File: src/swl_pkg.sv
package swl_pkg;
  // identification code layout
  localparam int FAMILY_LSB = 0;
  localparam int FAMILY_W = 8;
  localparam int SERIAL_LSB = 8;
  localparam int SERIAL_W = 48;
  localparam int CHECK_LSB = 56;
  localparam int CHECK_W = 8;
  localparam int DATA_BITS = 56;
  localparam int ROM_BITS = 64;
  // x^8 + x^5 + x^4 + 1, reflected feedback positions
  localparam logic [7:0] CRC_TAPS = 8'h8c;
  localparam logic [7:0] CRC_INIT = 8'h00;
  // arbitrary neutral identity values
  localparam logic [7:0] FAMILY_DEFAULT = 8'h5a;
  localparam logic [47:0] SERIAL_DEFAULT = 48'h0123_4567_89ab;
  // rom function commands
  localparam logic [7:0] CMD_READ_ID = 8'h33;
  localparam logic [7:0] CMD_MATCH_ID = 8'h55;
  localparam logic [7:0] CMD_SEARCH_ID = 8'hf0;
  localparam logic [7:0] CMD_COND_SEARCH = 8'hec;
  localparam logic [7:0] CMD_SKIP_ID = 8'hcc;
  localparam logic [7:0] CMD_OD_SKIP = 8'h3c;
  localparam logic [7:0] CMD_OD_MATCH = 8'h69;
  localparam logic [7:0] CMD_RESUME = 8'ha5;
  // memory and control commands
  localparam logic [7:0] CMD_WRITE_PAD = 8'h0f;
  localparam logic [7:0] CMD_READ_PAD = 8'haa;
  localparam logic [7:0] CMD_COPY_PAD = 8'h99;
  localparam logic [7:0] CMD_READ_MEM = 8'h69;
  // address map, byte addresses
  localparam logic [15:0] SRAM_BASE = 16'h0000;
  localparam logic [15:0] SRAM_END = 16'h01ff;
  localparam logic [15:0] REGP_BASE = 16'h0200;
  localparam logic [15:0] REGP_END = 16'h023f;
  localparam logic [15:0] RO_REG_BASE = 16'h020c;
  localparam logic [15:0] RO_REG_END = 16'h020f;
  localparam logic [15:0] STAT_BASE = 16'h0214;
  localparam logic [15:0] STAT_END = 16'h0215;
  localparam logic [15:0] TSTAMP_BASE = 16'h0219;
  localparam logic [15:0] TSTAMP_END = 16'h0227;
  localparam logic [15:0] PWD_BASE = 16'h0228;
  localparam logic [15:0] PWD_END = 16'h0237;
  localparam logic [15:0] CAL_BASE = 16'h0240;
  localparam logic [15:0] CAL_END = 16'h027f;
  localparam logic [15:0] LOG_BASE = 16'h1000;
  localparam logic [15:0] LOG_END = 16'h2fff;
  localparam int PAD_BYTES = 32;
  localparam int FIFO_DEPTH = 4;
  localparam logic [7:0] FILL_BYTE = 8'hff;
endpackage

File: src/swl_if.sv
`timescale 1ns/1ps
interface swl_if;
  // byte stream master to device
  logic [7:0] m2d_data;
  logic m2d_valid;
  logic m2d_ready;
  // byte stream device to master
  logic [7:0] d2m_data;
  logic d2m_valid;
  logic d2m_ready;
  // bus reset from master
  logic bus_reset;
  logic overdrive;
  modport dev (input m2d_data, input m2d_valid, output m2d_ready, output d2m_data,
    output d2m_valid, input d2m_ready, input bus_reset, output overdrive);
  modport mst (output m2d_data, output m2d_valid, input m2d_ready, input d2m_data,
    input d2m_valid, output d2m_ready, output bus_reset, input overdrive);
endinterface

File: src/swl_fifo.sv
`timescale 1ns/1ps
module swl_fifo #(
  parameter int WIDTH = 8,
  parameter int DEPTH = swl_pkg::FIFO_DEPTH
) (
  input wire logic i_clk,
  input wire logic i_reset,
  input wire logic [WIDTH-1:0] i_data,
  input wire logic i_valid,
  output logic o_ready,
  output logic [WIDTH-1:0] o_data,
  output logic o_valid,
  input wire logic i_ready
);
  localparam int AW = $clog2(DEPTH);
  initial
  begin
    if (DEPTH < 2 || (1 << AW) != DEPTH || WIDTH < 1)
    begin
      $error("fifo depth must be a power of two");
    end
  end
  typedef struct packed {
    logic [AW:0] wr;
    logic [AW:0] rd;
  } swl_fifo_s;
  swl_fifo_s st_r;
  swl_fifo_s st_nxt;
  logic [WIDTH-1:0] mem_r [DEPTH];
  logic push;
  logic pop;
  logic full;
  logic empty;
  assign full = (st_r.wr[AW] != st_r.rd[AW]) && (st_r.wr[AW-1:0] == st_r.rd[AW-1:0]);
  assign empty = st_r.wr == st_r.rd;
  assign o_ready = !full;
  assign o_valid = !empty;
  assign o_data = mem_r[st_r.rd[AW-1:0]];
  assign push = i_valid && !full;
  assign pop = i_ready && !empty;
  always_comb
  begin
    st_nxt = st_r;
    if (push)
    begin
      st_nxt.wr = st_r.wr + 1'b1;
    end
    if (pop)
    begin
      st_nxt.rd = st_r.rd + 1'b1;
    end
  end
  always_ff @(posedge i_clk)
  begin
    if (i_reset)
    begin
      st_r <= '0;
    end
    else
    begin
      st_r <= st_nxt;
    end
    if (push)
    begin
      mem_r[st_r.wr[AW-1:0]] <= i_data;
    end
  end
endmodule

File: src/swl_device.sv
`timescale 1ns/1ps
module swl_device #(
  parameter logic [7:0] FAMILY = swl_pkg::FAMILY_DEFAULT,
  parameter logic [47:0] SERIAL = swl_pkg::SERIAL_DEFAULT
) (
  input wire logic i_clk,
  input wire logic i_reset,
  swl_if.dev bus,
  input wire logic i_mission,
  output logic o_overdrive,
  output logic o_id_ok,
  output logic o_wr_en,
  output logic [15:0] o_wr_addr,
  output logic [7:0] o_wr_data,
  output logic o_rd_req,
  output logic [15:0] o_rd_addr,
  input wire logic [7:0] i_rd_data,
  output logic o_cmd_err
);
  typedef enum logic [2:0] {
    ST_ROM, ST_ROM_TX, ST_IDLE, ST_MCMD, ST_ADDR, ST_PAD, ST_READ
  } swl_st_e;
  typedef struct packed {
    swl_st_e st;
    logic [7:0] crc;
    logic [6:0] bitn;
    logic [2:0] bytn;
    logic [7:0] cmd;
    logic [15:0] addr;
    logic [4:0] padn;
    logic [4:0] padcnt;
    logic od;
    logic ok;
    logic crc_ok;
    logic wr_en;
    logic [15:0] wr_addr;
    logic [7:0] wr_data;
    logic rd_req;
    logic err;
    logic [7:0] tx_data;
    logic tx_valid;
    logic copying;
  } swl_dev_s;
  swl_dev_s st_r;
  swl_dev_s st_nxt;
  logic [7:0] pad_r [swl_pkg::PAD_BYTES];
  logic [63:0] id_code;
  logic [7:0] crc_calc;
  logic tx_ready;
  logic [7:0] rx_byte;
  logic rx_fire;
  logic wr_allowed;
  logic rd_hidden;
  logic [15:0] cp_addr;
  function automatic logic [7:0] crc_step(input logic [7:0] c, input logic b);
    logic fb;
    fb = c[0] ^ b;
    crc_step = (c >> 1) ^ (fb ? swl_pkg::CRC_TAPS : 8'h00);
  endfunction
  always_comb
  begin
    crc_calc = swl_pkg::CRC_INIT;
    for (int i = 0; i < swl_pkg::DATA_BITS; i++)
      crc_calc = crc_step(crc_calc, id_code[i]);
  end
  assign id_code[swl_pkg::FAMILY_LSB +: swl_pkg::FAMILY_W] = FAMILY;
  assign id_code[swl_pkg::SERIAL_LSB +: swl_pkg::SERIAL_W] = SERIAL;
  assign id_code[swl_pkg::CHECK_LSB +: swl_pkg::CHECK_W] = crc_calc;
  swl_fifo #(.WIDTH(8), .DEPTH(swl_pkg::FIFO_DEPTH)) u_txq (
    .i_clk(i_clk), .i_reset(i_reset || bus.bus_reset),
    .i_data(st_r.tx_data), .i_valid(st_r.tx_valid), .o_ready(tx_ready),
    .o_data(bus.d2m_data), .o_valid(bus.d2m_valid), .i_ready(bus.d2m_ready)
  );
  assign bus.m2d_ready = tx_ready && !st_r.tx_valid && !st_r.copying;
  assign rx_fire = bus.m2d_valid && bus.m2d_ready;
  assign rx_byte = bus.m2d_data;
  assign bus.overdrive = st_r.od;
  assign o_overdrive = st_r.od;
  assign o_id_ok = st_r.ok;
  assign o_wr_en = st_r.wr_en;
  assign o_wr_addr = st_r.wr_addr;
  assign o_wr_data = st_r.wr_data;
  assign o_rd_req = st_r.rd_req;
  assign o_rd_addr = st_r.addr;
  assign o_cmd_err = st_r.err;
  always_comb
  begin
    // target of the scratchpad byte now being copied
    cp_addr = st_r.addr + {11'h000, st_r.padcnt};
    wr_allowed = cp_addr <= swl_pkg::SRAM_END ||
      (cp_addr >= swl_pkg::CAL_BASE && cp_addr <= swl_pkg::CAL_END) ||
      (cp_addr >= swl_pkg::REGP_BASE && cp_addr <= swl_pkg::REGP_END && !i_mission &&
      !(cp_addr >= swl_pkg::RO_REG_BASE && cp_addr <= swl_pkg::RO_REG_END) &&
      !(cp_addr >= swl_pkg::STAT_BASE && cp_addr <= swl_pkg::STAT_END) &&
      !(cp_addr >= swl_pkg::TSTAMP_BASE && cp_addr <= swl_pkg::TSTAMP_END));
    rd_hidden = st_r.addr >= swl_pkg::PWD_BASE && st_r.addr <= swl_pkg::PWD_END;
  end
  always_comb
  begin
    st_nxt = st_r;
    st_nxt.tx_valid = 1'b0;
    st_nxt.wr_en = 1'b0;
    st_nxt.rd_req = 1'b0;
    st_nxt.err = 1'b0;
    case (st_r.st)
      ST_ROM:
      begin
        if (rx_fire)
        begin
          st_nxt.cmd = rx_byte;
          st_nxt.bitn = '0;
          st_nxt.crc = swl_pkg::CRC_INIT;
          case (rx_byte)
            swl_pkg::CMD_READ_ID, swl_pkg::CMD_MATCH_ID, swl_pkg::CMD_OD_MATCH:
              st_nxt.st = ST_ROM_TX;
            swl_pkg::CMD_SKIP_ID, swl_pkg::CMD_RESUME:
            begin
              st_nxt.ok = 1'b1;
              st_nxt.st = ST_IDLE;
            end
            swl_pkg::CMD_OD_SKIP:
            begin
              st_nxt.ok = 1'b1;
              st_nxt.od = 1'b1;
              st_nxt.st = ST_IDLE;
            end
            default:
              st_nxt.err = 1'b1;
          endcase
        end
      end
      ST_ROM_TX:
      begin
        // read sends 8 id bytes; match compares 8 received bytes, crc runs over all 64
        if (st_r.cmd == swl_pkg::CMD_READ_ID && tx_ready)
        begin
          st_nxt.tx_data = id_code[{st_r.bitn[5:3], 3'b000} +: 8];
          st_nxt.tx_valid = 1'b1;
          st_nxt.bitn = st_r.bitn + 7'd8;
          if (st_r.bitn == 7'd56)
          begin
            st_nxt.ok = 1'b1;
            st_nxt.st = ST_IDLE;
          end
        end
        else if (st_r.cmd != swl_pkg::CMD_READ_ID && rx_fire)
        begin
          for (int i = 0; i < 8; i++)
            st_nxt.crc = crc_step(st_nxt.crc, rx_byte[i]);
          st_nxt.bitn = st_r.bitn + 7'd8;
          if (rx_byte != id_code[{st_r.bitn[5:3], 3'b000} +: 8])
            st_nxt.crc_ok = 1'b1;
          if (st_r.bitn == 7'd56)
          begin
            // residue must be zero and all bytes matched
            if (!st_r.crc_ok && st_nxt.crc == 8'h00 &&
              rx_byte == id_code[swl_pkg::CHECK_LSB +: 8])
            begin
              st_nxt.ok = 1'b1;
              st_nxt.od = st_r.od || (st_r.cmd == swl_pkg::CMD_OD_MATCH);
              st_nxt.st = ST_IDLE;
            end
            else
            begin
              st_nxt.err = 1'b1;
              st_nxt.st = ST_ROM;
            end
            st_nxt.crc_ok = 1'b0;
          end
        end
      end
      ST_IDLE:
      begin
        if (rx_fire && st_r.ok)
        begin
          st_nxt.cmd = rx_byte;
          st_nxt.bytn = '0;
          st_nxt.st = ST_ADDR;
          if (rx_byte == swl_pkg::CMD_COPY_PAD)
          begin
            st_nxt.copying = 1'b1;
            st_nxt.padcnt = '0;
            st_nxt.st = ST_MCMD;
          end
        end
      end
      ST_ADDR:
      begin
        if (rx_fire)
        begin
          st_nxt.bytn = st_r.bytn + 3'd1;
          if (st_r.bytn == 3'd0)
            st_nxt.addr[7:0] = rx_byte;
          else
          begin
            st_nxt.addr[15:8] = rx_byte;
            st_nxt.padn = '0;
            st_nxt.st = (st_r.cmd == swl_pkg::CMD_WRITE_PAD) ? ST_PAD :
              (st_r.cmd == swl_pkg::CMD_READ_MEM) ? ST_READ : ST_ROM;
            st_nxt.err = st_r.cmd != swl_pkg::CMD_WRITE_PAD &&
              st_r.cmd != swl_pkg::CMD_READ_MEM;
          end
        end
      end
      ST_PAD:
      begin
        if (rx_fire)
          st_nxt.padn = st_r.padn + 5'd1;
      end
      ST_MCMD:
      begin
        // copy pad bytes 0 to padn-1 to target, one per cycle; padn 0 means all 32
        st_nxt.wr_en = wr_allowed;
        st_nxt.wr_data = pad_r[st_r.padcnt];
        st_nxt.wr_addr = cp_addr;
        st_nxt.padcnt = st_r.padcnt + 5'd1;
        if (st_r.padcnt == st_r.padn - 5'd1)
        begin
          st_nxt.copying = 1'b0;
          st_nxt.st = ST_IDLE;
        end
      end
      ST_READ:
      begin
        if (tx_ready)
        begin
          st_nxt.tx_data = rd_hidden ? swl_pkg::FILL_BYTE : i_rd_data;
          st_nxt.tx_valid = 1'b1;
          st_nxt.addr = st_r.addr + 16'd1;
          st_nxt.rd_req = 1'b1;
        end
      end
      default:
        st_nxt.st = ST_ROM;
    endcase
    if (bus.bus_reset)
    begin
      st_nxt.st = ST_ROM;
      st_nxt.ok = 1'b0;
      st_nxt.copying = 1'b0;
      st_nxt.crc_ok = 1'b0;
    end
  end
  always_ff @(posedge i_clk)
  begin
    if (i_reset)
      st_r <= '0;
    else
      st_r <= st_nxt;
    if (st_r.st == ST_PAD && rx_fire)
      pad_r[st_r.padn] <= rx_byte;
  end
endmodule

File: src/flat_wrapper.sv
// flat-port wrapper written by rule: the top's interface ports become plain ports
module swl_device_flat 
#(
  parameter logic [7:0] FAMILY = swl_pkg::FAMILY_DEFAULT,
  parameter logic [47:0] SERIAL = swl_pkg::SERIAL_DEFAULT
)
  (i_clk, i_reset, i_mission, o_overdrive, o_id_ok, o_wr_en, o_wr_addr, o_wr_data, o_rd_req, o_rd_addr, i_rd_data, o_cmd_err, bus_m2d_data, bus_m2d_valid, bus_m2d_ready, bus_d2m_data, bus_d2m_valid, bus_d2m_ready, bus_bus_reset, bus_overdrive);
  swl_if bus_i ();
  input wire logic i_clk;
  input wire logic i_reset;
  input wire logic i_mission;
  output logic o_overdrive;
  output logic o_id_ok;
  output logic o_wr_en;
  output logic [15:0] o_wr_addr;
  output logic [7:0] o_wr_data;
  output logic o_rd_req;
  output logic [15:0] o_rd_addr;
  input wire logic [7:0] i_rd_data;
  output logic o_cmd_err;
  input wire logic [$bits(bus_i.m2d_data)-1:0] bus_m2d_data;
  input wire logic [$bits(bus_i.m2d_valid)-1:0] bus_m2d_valid;
  output wire logic [$bits(bus_i.m2d_ready)-1:0] bus_m2d_ready;
  output wire logic [$bits(bus_i.d2m_data)-1:0] bus_d2m_data;
  output wire logic [$bits(bus_i.d2m_valid)-1:0] bus_d2m_valid;
  input wire logic [$bits(bus_i.d2m_ready)-1:0] bus_d2m_ready;
  input wire logic [$bits(bus_i.bus_reset)-1:0] bus_bus_reset;
  output wire logic [$bits(bus_i.overdrive)-1:0] bus_overdrive;
  assign bus_i.m2d_data = bus_m2d_data;
  assign bus_i.m2d_valid = bus_m2d_valid;
  assign bus_m2d_ready = bus_i.m2d_ready;
  assign bus_d2m_data = bus_i.d2m_data;
  assign bus_d2m_valid = bus_i.d2m_valid;
  assign bus_i.d2m_ready = bus_d2m_ready;
  assign bus_i.bus_reset = bus_bus_reset;
  assign bus_overdrive = bus_i.overdrive;
  swl_device #(.FAMILY(FAMILY), .SERIAL(SERIAL)) u_core (.i_clk(i_clk), .i_reset(i_reset), .bus(bus_i), .i_mission(i_mission), .o_overdrive(o_overdrive), .o_id_ok(o_id_ok), .o_wr_en(o_wr_en), .o_wr_addr(o_wr_addr), .o_wr_data(o_wr_data), .o_rd_req(o_rd_req), .o_rd_addr(o_rd_addr), .i_rd_data(i_rd_data), .o_cmd_err(o_cmd_err));
endmodule
File: config.mk
export PLATFORM = sky130hd
export DESIGN_NAME = swl_device_flat
export DESIGN_NICKNAME = d
export VERILOG_FILES = /design/src/swl_pkg.sv /design/src/swl_if.sv /design/src/swl_fifo.sv /design/src/swl_device.sv /design/src/flat_wrapper.sv
export SDC_FILE = /design/constraint.sdc
export NUM_CORES = 1
export LEC_CHECK = 0
export ABC_AREA = 1
export BUFFER_PORTS_ARGS = -buffer_cell sky130_fd_sc_hd__buf_2
export CAP_MARGIN = 20
export CELL_PAD_IN_SITES_DETAIL_PLACEMENT = 2
export CELL_PAD_IN_SITES_GLOBAL_PLACEMENT = 2
export CORE_MARGIN = 1.5
export CORE_UTILIZATION = 36
export CTS_CLUSTER_SIZE = 25
export DETAILED_ROUTE_END_ITERATION = 8
export PLACE_DENSITY = 0.87
export SYNTH_ARGS = -nofsm -noshare
export SYNTH_HDL_FRONTEND = slang
export SYNTH_HIERARCHICAL = 1
export SYNTH_SLANG_ARGS = --single-unit
File: constraint.sdc
create_clock -name i_clk -period 2.3 [get_ports i_clk]
set_clock_uncertainty 0.1 [all_clocks]
set_input_delay 0 -clock i_clk [delete_from_list [all_inputs] [get_ports i_clk]]
set_output_delay 0 -clock i_clk [all_outputs]
set_load 0.02 [all_outputs]
# ---- Word-level counts from Yosys, hierarchy flattened
# Memories as Yosys holds them, arrays and structs flattened. A register that Yosys moved wholly into a read port is not among the register bits.
# Cells that the tools add are included.
dict set report word_totals {
  inputBits 22
  mem_count 2
  out_inout_bits 56
  word_cells 256
  register_bits 93
  mem_bits_rw 288
}
dict set report op_classes {
  order_cmp 13
  n_addsub 9
  n_reduce_logical 68
  shift 1
  muxes 77
  eq_ne 45
  n_bitwise 20
}
# name depth width rd rd_ports_with_merged_regs write_ports line
set mem_list {}
lappend mem_list {u_core.pad_r 32 8 1 1 1 swl_device.sv:46} ;# logic [7:0] pad_r [swl_pkg::PAD_BYTES];
lappend mem_list {u_core.u_txq.mem_r 4 8 1 1 1 swl_fifo.sv:29} ;# logic [WIDTH-1:0] mem_r [DEPTH];
# op count
set op_table {}
lappend op_table {{$mux W8} 13}
lappend op_table {{$ge A16 B10 Y1 const B} 6}
lappend op_table {{$le A16 B10 Y1 const B} 6}
lappend op_table {{$shiftx A64 B7 Y8 const A} 1}
lappend op_table {{$xor A7 B8 Y8} 8}
lappend op_table {{$mux W3} 13}
lappend op_table {{$mux W18} 2}
lappend op_table {{$eq A8 B8 Y1 const B} 4}
lappend op_table {{$pmux W16 S2} 1}
lappend op_table {{$pmux W15 S2} 1}
lappend op_table {{$eq A8 B6 Y1 const B} 3}
lappend op_table {{$eq A8 B7 Y1 const B} 3}
lappend op_table {{$reduce_and A4 Y1} 6}
lappend op_table {{$logic_and A1 B1 Y1} 23}
lappend op_table {{$mux W1} 22}
lappend op_table {{$ne A2 B1 Y1 const B} 11}
lappend op_table {{$mux W21} 1}
lappend op_table {{$mux W5} 4}
lappend op_table {{$pmux W5 S2} 2}
lappend op_table {{$mux W9} 2}
lappend op_table {{$pmux W3 S6} 1}
lappend op_table {{$pmux W9 S2} 1}
lappend op_table {{$add A16 B1 Y16 const B} 1}
lappend op_table {{$add A16 B5 Y16} 1}
lappend op_table {{44 further kinds} 97}

# ---- Depth between registers and ports, before layout
# Gate-level depths: netlist (run 1).
dict set report logic_depth {
  ltp_word 32
  ltp_mapped 19
  ltp_nobuf 19
}

# ---- Modules after synthesis
# Netlist (run 1), hierarchy kept.
# mod seq_area_each_um2 instances cells_each area_each_um2
set modules_own_cells {}
lappend modules_own_cells {swl_device 9529.1 1 1726 16365.7}
lappend modules_own_cells {swl_fifo 1121.1 1 149 1691.6}

# ---- Worst setup path after synthesis (run 1)
# OpenSTA, ideal clock, no wires.
dict set report synth_timing {
  path_type {reg2reg}
  start {reg u_core/u_txq/st_r[3] (netlist name)}
  end {mem u_core.pad_r[10][0], enable pin}
  setup_time_ns 0.370
  arrival_time_ns 2.201
  path_buffers 0
  slack_ns -0.371
  period_less_slack_ns 2.671
  stages_incl_launch_ff 11
  cell_sequence {dfxtp_1 inv_1 nand2_2 nand2_4 nand3_4 inv_2 nor3_2 nand2_1 nor2_1 nand2_1 nor2_1}
}
dict set report synth_between {
  elab_chain_len 9
}
# item line
set synth_lines {}
lappend synth_lines {{start: declaration} swl_fifo.sv:27} ;# swl_fifo_s st_r;
lappend synth_lines {{start signal: assignment} swl_fifo.sv:61} ;# st_r <= st_nxt;
lappend synth_lines {{$eq A2 B2 Y1} swl_fifo.sv:34} ;# assign full = (st_r.wr[AW] != st_r.rd[AW]) && (st_r.wr[AW-1:0] == st_r.rd[AW-1:0]);
lappend synth_lines {{$logic_and A1 B1 Y1} swl_fifo.sv:34}
lappend synth_lines {{$logic_not A1 Y1} swl_fifo.sv:36} ;# assign o_ready = !full;
lappend synth_lines {{named net u_core.tx_ready} swl_device.sv:49} ;# logic tx_ready;
lappend synth_lines {{$logic_and A1 B1 Y1 (2 in a row)} swl_device.sv:74} ;# assign bus.m2d_ready = tx_ready && !st_r.tx_valid && !st_r.copying;
lappend synth_lines {{named net bus_m2d_ready} flat_wrapper.sv:23} ;# output wire logic [$bits(bus_i.m2d_ready)-1:0] bus_m2d_ready;
lappend synth_lines {{$logic_and A1 B1 Y1} swl_device.sv:75} ;# assign rx_fire = bus.m2d_valid && bus.m2d_ready;
lappend synth_lines {{$logic_and A1 B1 Y1} swl_device.sv:250} ;# if (st_r.st == ST_PAD && rx_fire)
lappend synth_lines {{$mux W1} swl_device.sv:250}
lappend synth_lines {{$mux W1 (implied by the code)} swl_device.sv:251} ;# pad_r[st_r.padn] <= rx_byte;
lappend synth_lines {{end: declaration} swl_device.sv:46}
# The timed path passes the listed nets, and every way through them passes these cells.

# ---- Worst setup path after layout (run 1)
dict set report layout_timing {
  start {reg u_core/u_txq/st_r[1] (netlist name)}
  end {reg u_core.st_r, in the netlist u_core/o_cmd_err}
}
dict set report layout_between {
  elab_chain_len 10
  elab_cells_between_ends 13
}
# item line
set layout_lines {}
lappend layout_lines {{$eq A2 B2 Y1 *} swl_fifo.sv:34}
lappend layout_lines {{$logic_and A1 B1 Y1 *} swl_fifo.sv:34}
lappend layout_lines {{$logic_not A1 Y1 *} swl_fifo.sv:36}
lappend layout_lines {{named net u_core.tx_ready} swl_device.sv:49}
lappend layout_lines {{$logic_and A1 B1 Y1 (2 in a row)} swl_device.sv:74}
lappend layout_lines {{$logic_and A1 B1 Y1} swl_device.sv:75}
lappend layout_lines {{$logic_and A1 B1 Y1} swl_device.sv:146} ;# else if (st_r.cmd != swl_pkg::CMD_READ_ID && rx_fire)
lappend layout_lines {{$mux W1} swl_device.sv:146}
lappend layout_lines {{$mux W1} swl_device.sv:135} ;# if (st_r.cmd == swl_pkg::CMD_READ_ID && tx_ready)
lappend layout_lines {{$pmux W1 S3 *} swl_device.sv:105} ;# case (st_r.st)
lappend layout_lines {{end signal: assignment} swl_device.sv:249} ;# st_r <= st_nxt;
lappend layout_lines {{end: declaration} swl_device.sv:44} ;# swl_dev_s st_r;
# Mark *: on every way through the listed nets, which the timed path passes. The rest lies on a longest branch.
# A chain may end at the register's enable or synchronous reset.

==> results.yml, run 1 <==
synthesis:
  synth_xor_area_frac: 0.0150
  synth_compound_area_frac: 0.124
  ys.flop_type: "edfxtp_1"
  synth_top_family_by_area: "simple AND/OR/NAND/NOR gates"
  yosysSeqAreaShare: 0.590
  synthAdderAreaFrac: 0.0170
  synth_top_cell_area_share: 0.479
  synthSimpleGateAreaFrac: 0.183
  yosys_warnings: 6
  synth_edf_count: 288
  ys_types: 52
  async_flop_share: 0
  synthCells: 1875
  synth.area.mux_share: 0
  synth_top_area_cell: "edfxtp_1"
  avgSynthCellArea_um2: 9.63
  syn_nets: 1921
  syn_area_um2: 18100
  synthTopCellsByArea: "edfxtp_1 48%, dfxtp_1 11%, nand2_1 6.2%, o21ai_0 5.7%, nor2_1 5.3%"
  ys_ff_latch: 388
critical_path:
  crit_fanout: 5
  slowest_delay_ps: 1080
  worst_setup_path_start_kind: "flop"
  worstRegToRegCells: 11
  path_class: "flop to flop"
  crit_slowest_cell: "nor3_1"
  worstPathRequired_ps: 2760
  worstPathBufferInverterCount: 3
  rrSetupSlack_ps: -970
  crit_family: "simple AND/OR/NAND/NOR gates"
  crit-reg2reg-launch: "u_core/u_txq/st_r[1]"
  cp-end-kind: "flop"
  cp_cell_sequence: "inv_1 -> nand2_2 -> nand2_4 -> nand3_4 -> inv_4 -> nor3_4 -> nand2_4 -> buf_4 -> nor3_1 -> nand3b_1 -> a21oi_2"
  reg2reg_to: "u_core/o_cmd_err"
  cp_data_arrival_time_ps: 3730
  cpMostUsedCell: "nand2_4"
sta:
  worstMarginPinSlew_ps: 1380
  fin_crit_sh: 1.42
  hold_viol: 0
  fmax_mhz: 305
  fin_crit_ps: 3270
  setup_tns_ps: -105990
  setup_ws_ps: -975
  drv_slew: 0
  hold_ws_ps: 21.6
  setup_viol: 331
  slew_headroom: 0.0748
  rsz0062_at_grt: "true"
pwr:
  leakage_uw: 0.00890
  total_power_uw: 16100
  powerDensity_nw_per_um2: 671
  peakVddDrop_mv: 0.572
die:
  core-area_um2: 49300
  die_w_um: 227
  rows: 81
  die_h_um: 227
  die_area_um2: 51500
  initial_core_util: 0.367
  pin_count: 78
clock_tree:
  cts_sinks: 388
  cts.clk_slew.worst_paths_ps: 80
  cts_max_level: 2
  numCtsBuffers: 44
  tritoncts: "yes"
  clk_latency_ps: 650
  cts-root-buf: "clkbuf_16"
  clockBufferDepth: 3
detailed_routing:
  drtPass1Iterations: 6
  drc: 0
  via_per_inst: 6.49
  wl_per_cell_um: 38.2
  drtIter0Drc: 2457
  ant_nets: 0
  vias: 18223
  drt_wl_total_mm: 107
grt:
  grt_pass1_vias: 18744
  grt_overflow: 0
  antenna_found_initial: 10
  grt_pass1_wl_mm: 130
  grt_max_degree: 92
  track_usage: 0.348
hold_path:
  min_path_cells: 2
  worst_hold_path.endpoint: "u_core/pad_r[19][3]"
  hold_start: "bus_m2d_data[3]"
  hp-class: "input port to flop"
placement:
  dp_hpwl_mm: 46.3
  gp_congestion: 0.888
  io_buffer_count: 77
  pre_cts_ws_ps: -321
  placed_area_um2: 19900
layout:
  drive_gt1_frac: 0.312
  area_growth_pct: 33.2
  stdcell_area_um2: 24100
  num-nets-final: 2152
status:
  violations: "negative setup slack"
  status: "finished, violations left"
flow_run:
  cap_violations: 0
-- per-stage QoR --
step | cells | utilization
floorplan | 1875 | -
detailed placement | 2610 | 0.404
CTS | 2758 | 0.458
global placement | 2610 | 0.404
finish | 2810 | 0.488
global route | 2805 | 0.488
-- cell type report --
class	count	area [um2]
inverters	167	654
multi-input cells	1198	7550
clock inverters	20	265
diodes	5	12.5
repair buffers	307	2820
well taps	664	831
clock buffers	61	1220
flip-flops and latches	388	10700
fillers	4922	25200
-- cells in the mapped netlist (3+ instances only) --
cell type / number
buf_2: 16
o21ai_0: 204
a221oi_1: 3
nand4_1: 35
dfxtp_1: 100
nor2_4: 7
buf_4: 45
inv_1: 151
ha_1: 23
nor3_1: 21
nand2_2: 13
o22ai_1: 44
o211ai_1: 9
nor3_2: 4
inv_2: 12
a211oi_1: 4
xor2_1: 22
nor4_1: 8
edfxtp_1: 288
a31oi_1: 13
clkbuf_1: 60
a21oi_1: 65
clkinv_1: 4
nor2_1: 256
nor3b_1: 3
or2_2: 5
xnor2_1: 9
nand3_1: 85
o221ai_1: 30
nand2_1: 296
o21ai_1: 8
nand2_4: 4
nor2_2: 5
-- repair_timing --
| action | CTS | global route |
|---|---|---|
| pin swaps | 48 | 94 |
| setup buffers | 49 | 44 |
| endpoints found under the setup margin | 309 | 337 |
| resized for setup | 116 | 276 |
| hold endpoints to repair | 131 | 0 |
| gates cloned | 1 | 6 |
| hold buffers | 18 | 0 |
-- layer usage --
metal	vias to the layer above	global-route usage	part of all wire
met2	1402	0.604	0.46
met1	9206	0.382	0.34
li1	6937	-	-
met5	-	0	0.00075
met3	668	0.0692	0.092
met4	10	0.248	0.10
-- state kept, by name, indices dropped and copies added, names as in the netlist, 6 cells and up, named ones only --
signal	flops
u_core/o_wr_addr	16
u_core/st_r	47
u_core/o_rd_addr	16
u_core/u_txq/mem_r	32
u_core/u_txq/st_r	6
u_core/o_wr_data	8
u_core/pad_r	256
-- power by group --
group          total [uW]  internal (uW)  switching, uW  leakage [uW]
clock network        7970           4300           3670      0.000721
logic                 644            161            483       0.00476
registers            7510           7490           21.1       0.00342
-- worst max path at each step --
stage                          from             endpoint  slack [ps]  cells after the start
6_report       u_core/u_txq/st_r[1]     u_core/o_cmd_err        -970                     11
5_1_grt        u_core/u_txq/st_r[1]     u_core/o_cmd_err       -1110                     11
4_1_cts         u_core/o_rd_addr[0]       u_core/o_wr_en        -150                     15
3_5_place_dp   u_core/u_txq/st_r[2]      u_core/st_r[70]        -320                     12
3_3_place_gp        u_core/st_r[40]       u_core/o_wr_en         -80                     15
2_1_floorplan  u_core/u_txq/st_r[3]  u_core/pad_r[10][0]          10                     10
-- cells by family after synthesis --
family,count (synthesis)
XOR/XNOR,31
adder cells (fa/ha/maj),24
buffers and inverters,289
flip-flops,388
AND/OR/NAND/NOR,750
AO/OA/AOI/OAI,393
-- cell usage in the layout (no fill, tap or decap), drive strengths merged, types with 44 or more instances in the layout --
master / synthesis / layout
nand2: 313 / 313
edfxtp: 288 / 288
clkbuf: 60 / 65
o21ai: 213 / 213
nand3: 89 / 89
buf: 62 / 285
inv: 163 / 163
a21oi: 65 / 65
nor2: 269 / 269
o22ai: 44 / 44
dfxtp: 100 / 100
No activity file was read; power rests on OpenSTA's default activity.
==> run 2: changes to the inputs <==
--- a/config.mk
+++ b/config.mk
@@ -5,13 +5,12 @@
 export SDC_FILE = /design/constraint.sdc
 export NUM_CORES = 1
 export LEC_CHECK = 0
-export ABC_AREA = 1
 export BUFFER_PORTS_ARGS = -buffer_cell sky130_fd_sc_hd__buf_2
 export CAP_MARGIN = 20
 export CELL_PAD_IN_SITES_DETAIL_PLACEMENT = 2
 export CELL_PAD_IN_SITES_GLOBAL_PLACEMENT = 2
 export CORE_MARGIN = 1.5
-export CORE_UTILIZATION = 36
+export CORE_UTILIZATION = 40
 export CTS_CLUSTER_SIZE = 25
 export DETAILED_ROUTE_END_ITERATION = 8
 export PLACE_DENSITY = 0.87
==> run 2 against run 1 <==
  * The run ends with max-capacitance violations, max-slew violations, negative setup slack left
  * Global-route usage rose by 4.7 points
  * Design area fell by 2.8%
  * Register-to-register slack got worse by 590 ps
  * Sequential cell count did not move
  * Non-clock buffer count rose by 1
  * Largest power group is now sequential cells
  * Sequential power barely moved
  * Count of clock-buffer cells in the layout fell by 6
  * Final cell count fell by 24%
  * Clock power fell by 6.8%
  * Sequential share of layout area rose by 1.2 points
==> results.yml, run 2 <==
hold_path:
  min_path_cells: 2
  hp-class: "input port to flop"
clock_tree:
  tritoncts: "yes"
  cts_sinks: 388
  clockBufferDepth: 3
  cts_max_level: 2
  numCtsBuffers: 43
  clk_latency_ps: 640
  cts.clk_slew.worst_paths_ps: 80
  cts-root-buf: "clkbuf_16"
sta:
  drv_slew: 2
  setup_ws_ps: -1560
  worstMarginPinSlew_ps: 1550
  rsz0062_at_grt: "true"
  setup_tns_ps: -91040
  slew_headroom: -0.0490
  fmax_mhz: 259
  fin_crit_ps: 3860
  setup_viol: 363
  hold_viol: 0
  fin_crit_sh: 1.68
detailed_routing:
  wl_per_cell_um: 48.8
  drtIter0Drc: 2471
  via_per_inst: 7.22
  vias: 15391
  ant_nets: 0
  drtPass1Iterations: 5
  drt_wl_total_mm: 104
  drc: 0
synthesis:
  async_flop_share: 0
  synthTopCellsByArea: "edfxtp_1 49%, dfxtp_1 11%, mux4_2 11%, nor2_1 2.7%, buf_4 1.9%"
  yosys_warnings: 6
  ys_ff_latch: 388
  ys_types: 87
  synth_top_cell_area_share: 0.489
  ys_top_cells_by_count: "288 x edfxtp_1, 127 x nor2_1, 100 x dfxtp_1"
  synthCells: 1271
  syn_area_um2: 17700
  synth_most_common_cell: "edfxtp_1"
  yosysSeqAreaShare: 0.602
  avgSynthCellArea_um2: 13.9
  ys.flop_type: "edfxtp_1"
  syn_nets: 1317
  synth_top_area_cell: "edfxtp_1"
  synth_edf_count: 288
pwr:
  p_sw_frac: 0.270
  pwr-share-seq: 0.482
  powerDensity_nw_per_um2: 667
  p_sw_uw: 4200
  peakVddDrop_mv: 0.759
  power.internal_uw: 11400
  pwr-share-clk: 0.477
  leakage_uw: 0.00779
  combPwrFrac: 0.041
critical_path:
  crit_fanout: 4
  crit_end: "u_core/st_r[94]"
  cp-end-kind: "flop"
  worstRegToRegCells: 6
  reg2reg_to: "u_core/st_r[94]"
  worst_setup_path_start_kind: "flop"
  worstPathRequired_ps: 2730
  rrSetupSlack_ps: -1560
  crit-reg2reg-launch: "u_core/st_r[72]"
  crit_path_start: "u_core/st_r[72]"
  cp_data_arrival_time_ps: 4290
  path_class: "flop to flop"
layout:
  stdcell_count: 2131
  regArea_um2: 10700
  multi_input_area_um2: 7700
  final_common_cell: "edfxtp_1"
  num-nets-final: 1551
  regMostFlops: "u_core/pad_r"
  nFillCells: 3856
  final_util: 0.539
  area_growth_pct: 32.3
  most-common-layout-cells: "288 x edfxtp_1, 144 x buf_4, 88 x mux4_2"
  drive_gt1_frac: 0.440
  largest_reg_flops: 256
placement:
  dp_cells: 1967
  pre_cts_ws_ps: -300
  gp_congestion: 0.837
  io_buffer_count: 77
  dp_hpwl_mm: 45.6
die:
  core-area_um2: 43400
  rows: 76
  die_h_um: 213
  pin_count: 78
  die_w_um: 213
  die_area_um2: 45500
  initial_core_util: 0.408
grt:
  grt_pass1_vias: 15216
  track_usage: 0.395
  antenna_found_initial: 16
  grt_max_degree: 81
  grt_pass1_wl_mm: 124
  grt_overflow: 0
flow_run:
  cap_violations: 1
status:
  status: "finished, violations left"
  violations: "max-capacitance violations, max-slew violations, negative setup slack"
-- run 2: worst max-delay path: stages (launching register included) --
cell,delay [ps]
dfxtp_1,550
nor4bb_1,1320
nor4bb_2,510
o21ai_0,220
o41ai_1,120
nand3b_1,560
a21oi_4,370
-- run 2: worst min path at each step --
stage                               start                   to  slack (ps)
after global routing      bus_m2d_data[2]  u_core/pad_r[20][2]          20
after CTS                 bus_m2d_data[2]   u_core/pad_r[9][2]           2
final                     bus_m2d_data[2]  u_core/pad_r[20][2]           9
after global placement       i_rd_data[3]       u_core/st_r[5]         260
after detailed placement     i_rd_data[5]       u_core/st_r[7]         300
after floorplan           bus_m2d_data[0]   u_core/pad_r[0][0]          -1
-- run 2: cell families after synthesis --
kind of cell / after synthesis / synth area share
flops: 388 / 0.602
simple gates: 346 / 0.0989
compound gates: 193 / 0.0737
buf+inv: 143 / 0.0442
mux: 114 / 0.127
xor+xnor: 63 / 0.0358
fa+ha+maj: 24 / 0.0174
-- run 2: power by group through the flow --
stage,clock [uW],sequential [uW],combinational (uW)
3_5_place_dp,0,7660,421
3_3_place_gp,0,7660,376
5_1_grt,7580,7500,636
6_report,7430,7510,644
4_1_cts,6980,7510,498
2_1_floorplan,0,7660,183
-- run 2: layout make-up --
| cell class | instances | area share |
|---|---|---|
| clock inverters | 25 | 0.00803 |
| multi-input cells | 740 | 0.329 |
| flip-flops and latches | 388 | 0.457 |
| well taps | 585 | 0.0313 |
| diodes | 6 | 0.000642 |
| repair buffers | 308 | 0.121 |
| inverters | 24 | 0.00385 |
| clock buffers | 55 | 0.0488 |
-- run 2: layer usage --
metal	global-route usage	vias to the layer above	part of all wire
li1	-	5298	-
met1	0.442	7804	0.32
met2	0.652	1633	0.45
met3	0.103	642	0.12
met4	0.292	14	0.10
met5	0.00667	-	0.00089
-- run 2: through the flow --
step / hold slack (ps) / power [uW] / cell area [um2]
2_1_floorplan: -1.13 / 7840 / 18000
3_3_place_gp: 262 / 8040 / 20000
3_5_place_dp: 300 / 8080 / 20000
4_1_cts: 2.26 / 15000 / 22100
5_1_grt: 16.0 / 15700 / 23400
6_report: 9.19 / 15600 / 23400
-- run 2: timing repair --
action                     4_1_cts  5_1_grt
pin swaps                       19       88
hold buffers                    22        0
hold endpoints to repair       135        0
buffers inserted                16       39
gates cloned                     1        1
setup endpoints to repair      322      329
gates resized for setup         80      200
==> run 3: changes to the inputs <==
--- a/config.mk
+++ b/config.mk
@@ -13,8 +13,7 @@
 export CORE_UTILIZATION = 40
 export CTS_CLUSTER_SIZE = 25
 export DETAILED_ROUTE_END_ITERATION = 8
-export PLACE_DENSITY = 0.87
+export PLACE_DENSITY = 0.86
 export SYNTH_ARGS = -nofsm -noshare
 export SYNTH_HDL_FRONTEND = slang
-export SYNTH_HIERARCHICAL = 1
 export SYNTH_SLANG_ARGS = --single-unit
==> run 3 against run 2 <==
  * The flow finishes with violations (negative setup slack)
  * Power up 4.0%
  * Critical endpoint is now u_core.st_r[92]
  * Area after synthesis shrank 1.2%
  * Wire length is 11% lower
  * Sequential power is essentially flat
  * Combinational power decreased by 16%
  * Utilization fell by 1.8 points
  * Die area shrank 1.1%
  * Global-route usage fell by 5.0 points
==> results.yml, run 3 <==
synthesis:
  synthTopCellsByArea: "edfxtp_1 49%, dfxtp_1 11%, mux4_2 11%, nor2_1 2.5%, nand2_1 2.0%"
  synth_top_cell_area_share: 0.495
  synth_edf_count: 288
  syn_nets: 1292
  ys_types: 81
  yosys_warnings: 0
  ys_ff_latch: 388
  synth_most_common_cell: "edfxtp_1"
  yosysSeqAreaShare: 0.609
  avgSynthCellArea_um2: 14.0
  ys_top_cells_by_count: "288 x edfxtp_1, 115 x nor2_1, 100 x dfxtp_1"
  synthCells: 1245
  syn_area_um2: 17500
  synth_top_area_cell: "edfxtp_1"
  ys.flop_type: "edfxtp_1"
  async_flop_share: 0
grt:
  track_usage: 0.345
  grt_max_degree: 38
  antenna_found_initial: 18
  grt_pass1_vias: 14158
  grt_overflow: 0
  grt_pass1_wl_mm: 108
sta:
  hold_ws_ps: 69.6
  rsz0062_at_grt: "true"
  setup_viol: 314
  drv_slew: 0
  slew_headroom: 0.267
  fmax_mhz: 318
  setup_ws_ps: -846
  fin_crit_ps: 3150
  worstMarginPinSlew_ps: 1100
  hold_viol: 0
  fin_crit_sh: 1.37
layout:
  regMostFlops: "u_core.pad_r"
  nFillCells: 3876
  largest_reg_flops: 256
  most-common-layout-cells: "288 x edfxtp_1, 101 x buf_4, 86 x mux4_2"
  num-nets-final: 1487
  final_util: 0.522
  area_growth_pct: 28.6
  drive_gt1_frac: 0.384
  final_common_cell: "edfxtp_1"
clock_tree:
  clockBufferDepth: 3
  clk_latency_ps: 610
  numCtsBuffers: 44
  cts_max_level: 2
  cts-root-buf: "clkbuf_16"
  cts_sinks: 388
  cts.clk_slew.worst_paths_ps: 80
  tritoncts: "yes"
die:
  core-area_um2: 43100
  die_h_um: 212
  die_w_um: 212
  die_area_um2: 44900
  rows: 76
  initial_core_util: 0.406
  pin_count: 78
detailed_routing:
  vias: 14081
  drtIter0Drc: 1858
  drt_wl_total_mm: 92.4
  wl_per_cell_um: 44.6
  ant_nets: 0
  drc: 0
  drtPass1Iterations: 6
  via_per_inst: 6.80
flow_run:
  cap_violations: 0
critical_path:
  path_class: "flop to flop"
  crit_fanout: 5
  worstPathRequired_ps: 2680
  cp-end-kind: "flop"
  crit-reg2reg-launch: "u_core.st_r[0]"
  cp_data_arrival_time_ps: 3520
  crit_path_start: "u_core.st_r[0]"
  worst_setup_path_start_kind: "flop"
status:
  violations: "negative setup slack"
  status: "finished, violations left"
pwr:
  leakage_uw: 0.00763
  powerDensity_nw_per_um2: 722
  peakVddDrop_mv: 0.511
placement:
  pre_cts_ws_ps: -185
  dp_hpwl_mm: 41.0
  gp_congestion: 0.803
  io_buffer_count: 77
hold_path:
  hp-class: "input port to flop"
  hold_start: "bus_m2d_data[6]"
==> run 3: worst max-delay path: stages, from the launching register on <==
cell	delay, ps
dfxtp_4	350
or3b_4	440
a31oi_4	320
buf_6	160
nand2_2	200
a21oi_2	260
and2_4	210
nand3b_1	460
a21oi_2	530
==> run 3: worst paths after layout <==
kind / to / slack, ps / depth (start not counted)
worst max-delay path: u_core.st_r[92] / -850 / 8
worst min-delay path: u_core.pad_r[14][6] / 70 / 2
worst max register to register: u_core.st_r[92] / -850 / 8
worst min register to register: u_core.o_wr_addr[8] / 420 / 2
==> run 3: per-stage QoR <==
| step | std cells | setup TNS, ps | cell area (um2) | total power (uW) |
|---|---|---|---|---|
| 5_1_grt | 2062 | -42860 | 22400 | 16400 |
| 3_3_place_gp | 1902 | -4.33 | 18900 | 8010 |
| 6_report | 2070 | -43900 | 22500 | 16200 |
| 2_1_floorplan | 1245 | 0 | 17500 | 7840 |
| 3_5_place_dp | 1902 | -11890 | 18900 | 8040 |
| 4_1_cts | 2028 | -1630 | 21200 | 15800 |
==> run 3: power by group <==
group / internal, uW / switching (uW)
registers: 7490 / 21.9
logic: 164 / 374
clock network: 4630 / 3540
==> run 3: cell families after synthesis <==
group,synth area share
buffers and inverters,0.0433
and+or+nand+nor,0.100
DFF,0.609
muxes,0.127
xor gates and xnor gates,0.0351
AOI/OAI and AO/OA,0.0667
adders and majority gates,0.0183
==> run 3: per-layer routing <==
metal,track usage,vias up,routed length (um)
met5,0,-,218
li1,-,5093,-
met4,0.222,18,8390
met1,0.395,7273,31000
met2,0.589,1188,43200
met3,0.0709,509,9600
==> run 3: cell type report <==
class / count / area [um2] / share of cell area
Multi-Input combinational cell: 721 / 6940 / 0.309
Clock buffer: 51 / 1160 / 0.0516
Timing Repair Buffer: 266 / 2450 / 0.109
Antenna cell: 10 / 25.0 / 0.00111
Inverter: 19 / 77.6 / 0.00345
Clock inverter: 30 / 374 / 0.0167
Tap cell: 585 / 732 / 0.0326
Sequential cell: 388 / 10700 / 0.476
==> run 3: repair_timing <==
item,CTS,global route
resized for setup,87,221
pin swaps,18,70
setup endpoints to repair,300,326
gates cloned,3,2
hold buffers,21,0
endpoints found under the hold margin,96,0
buffers inserted,21,31
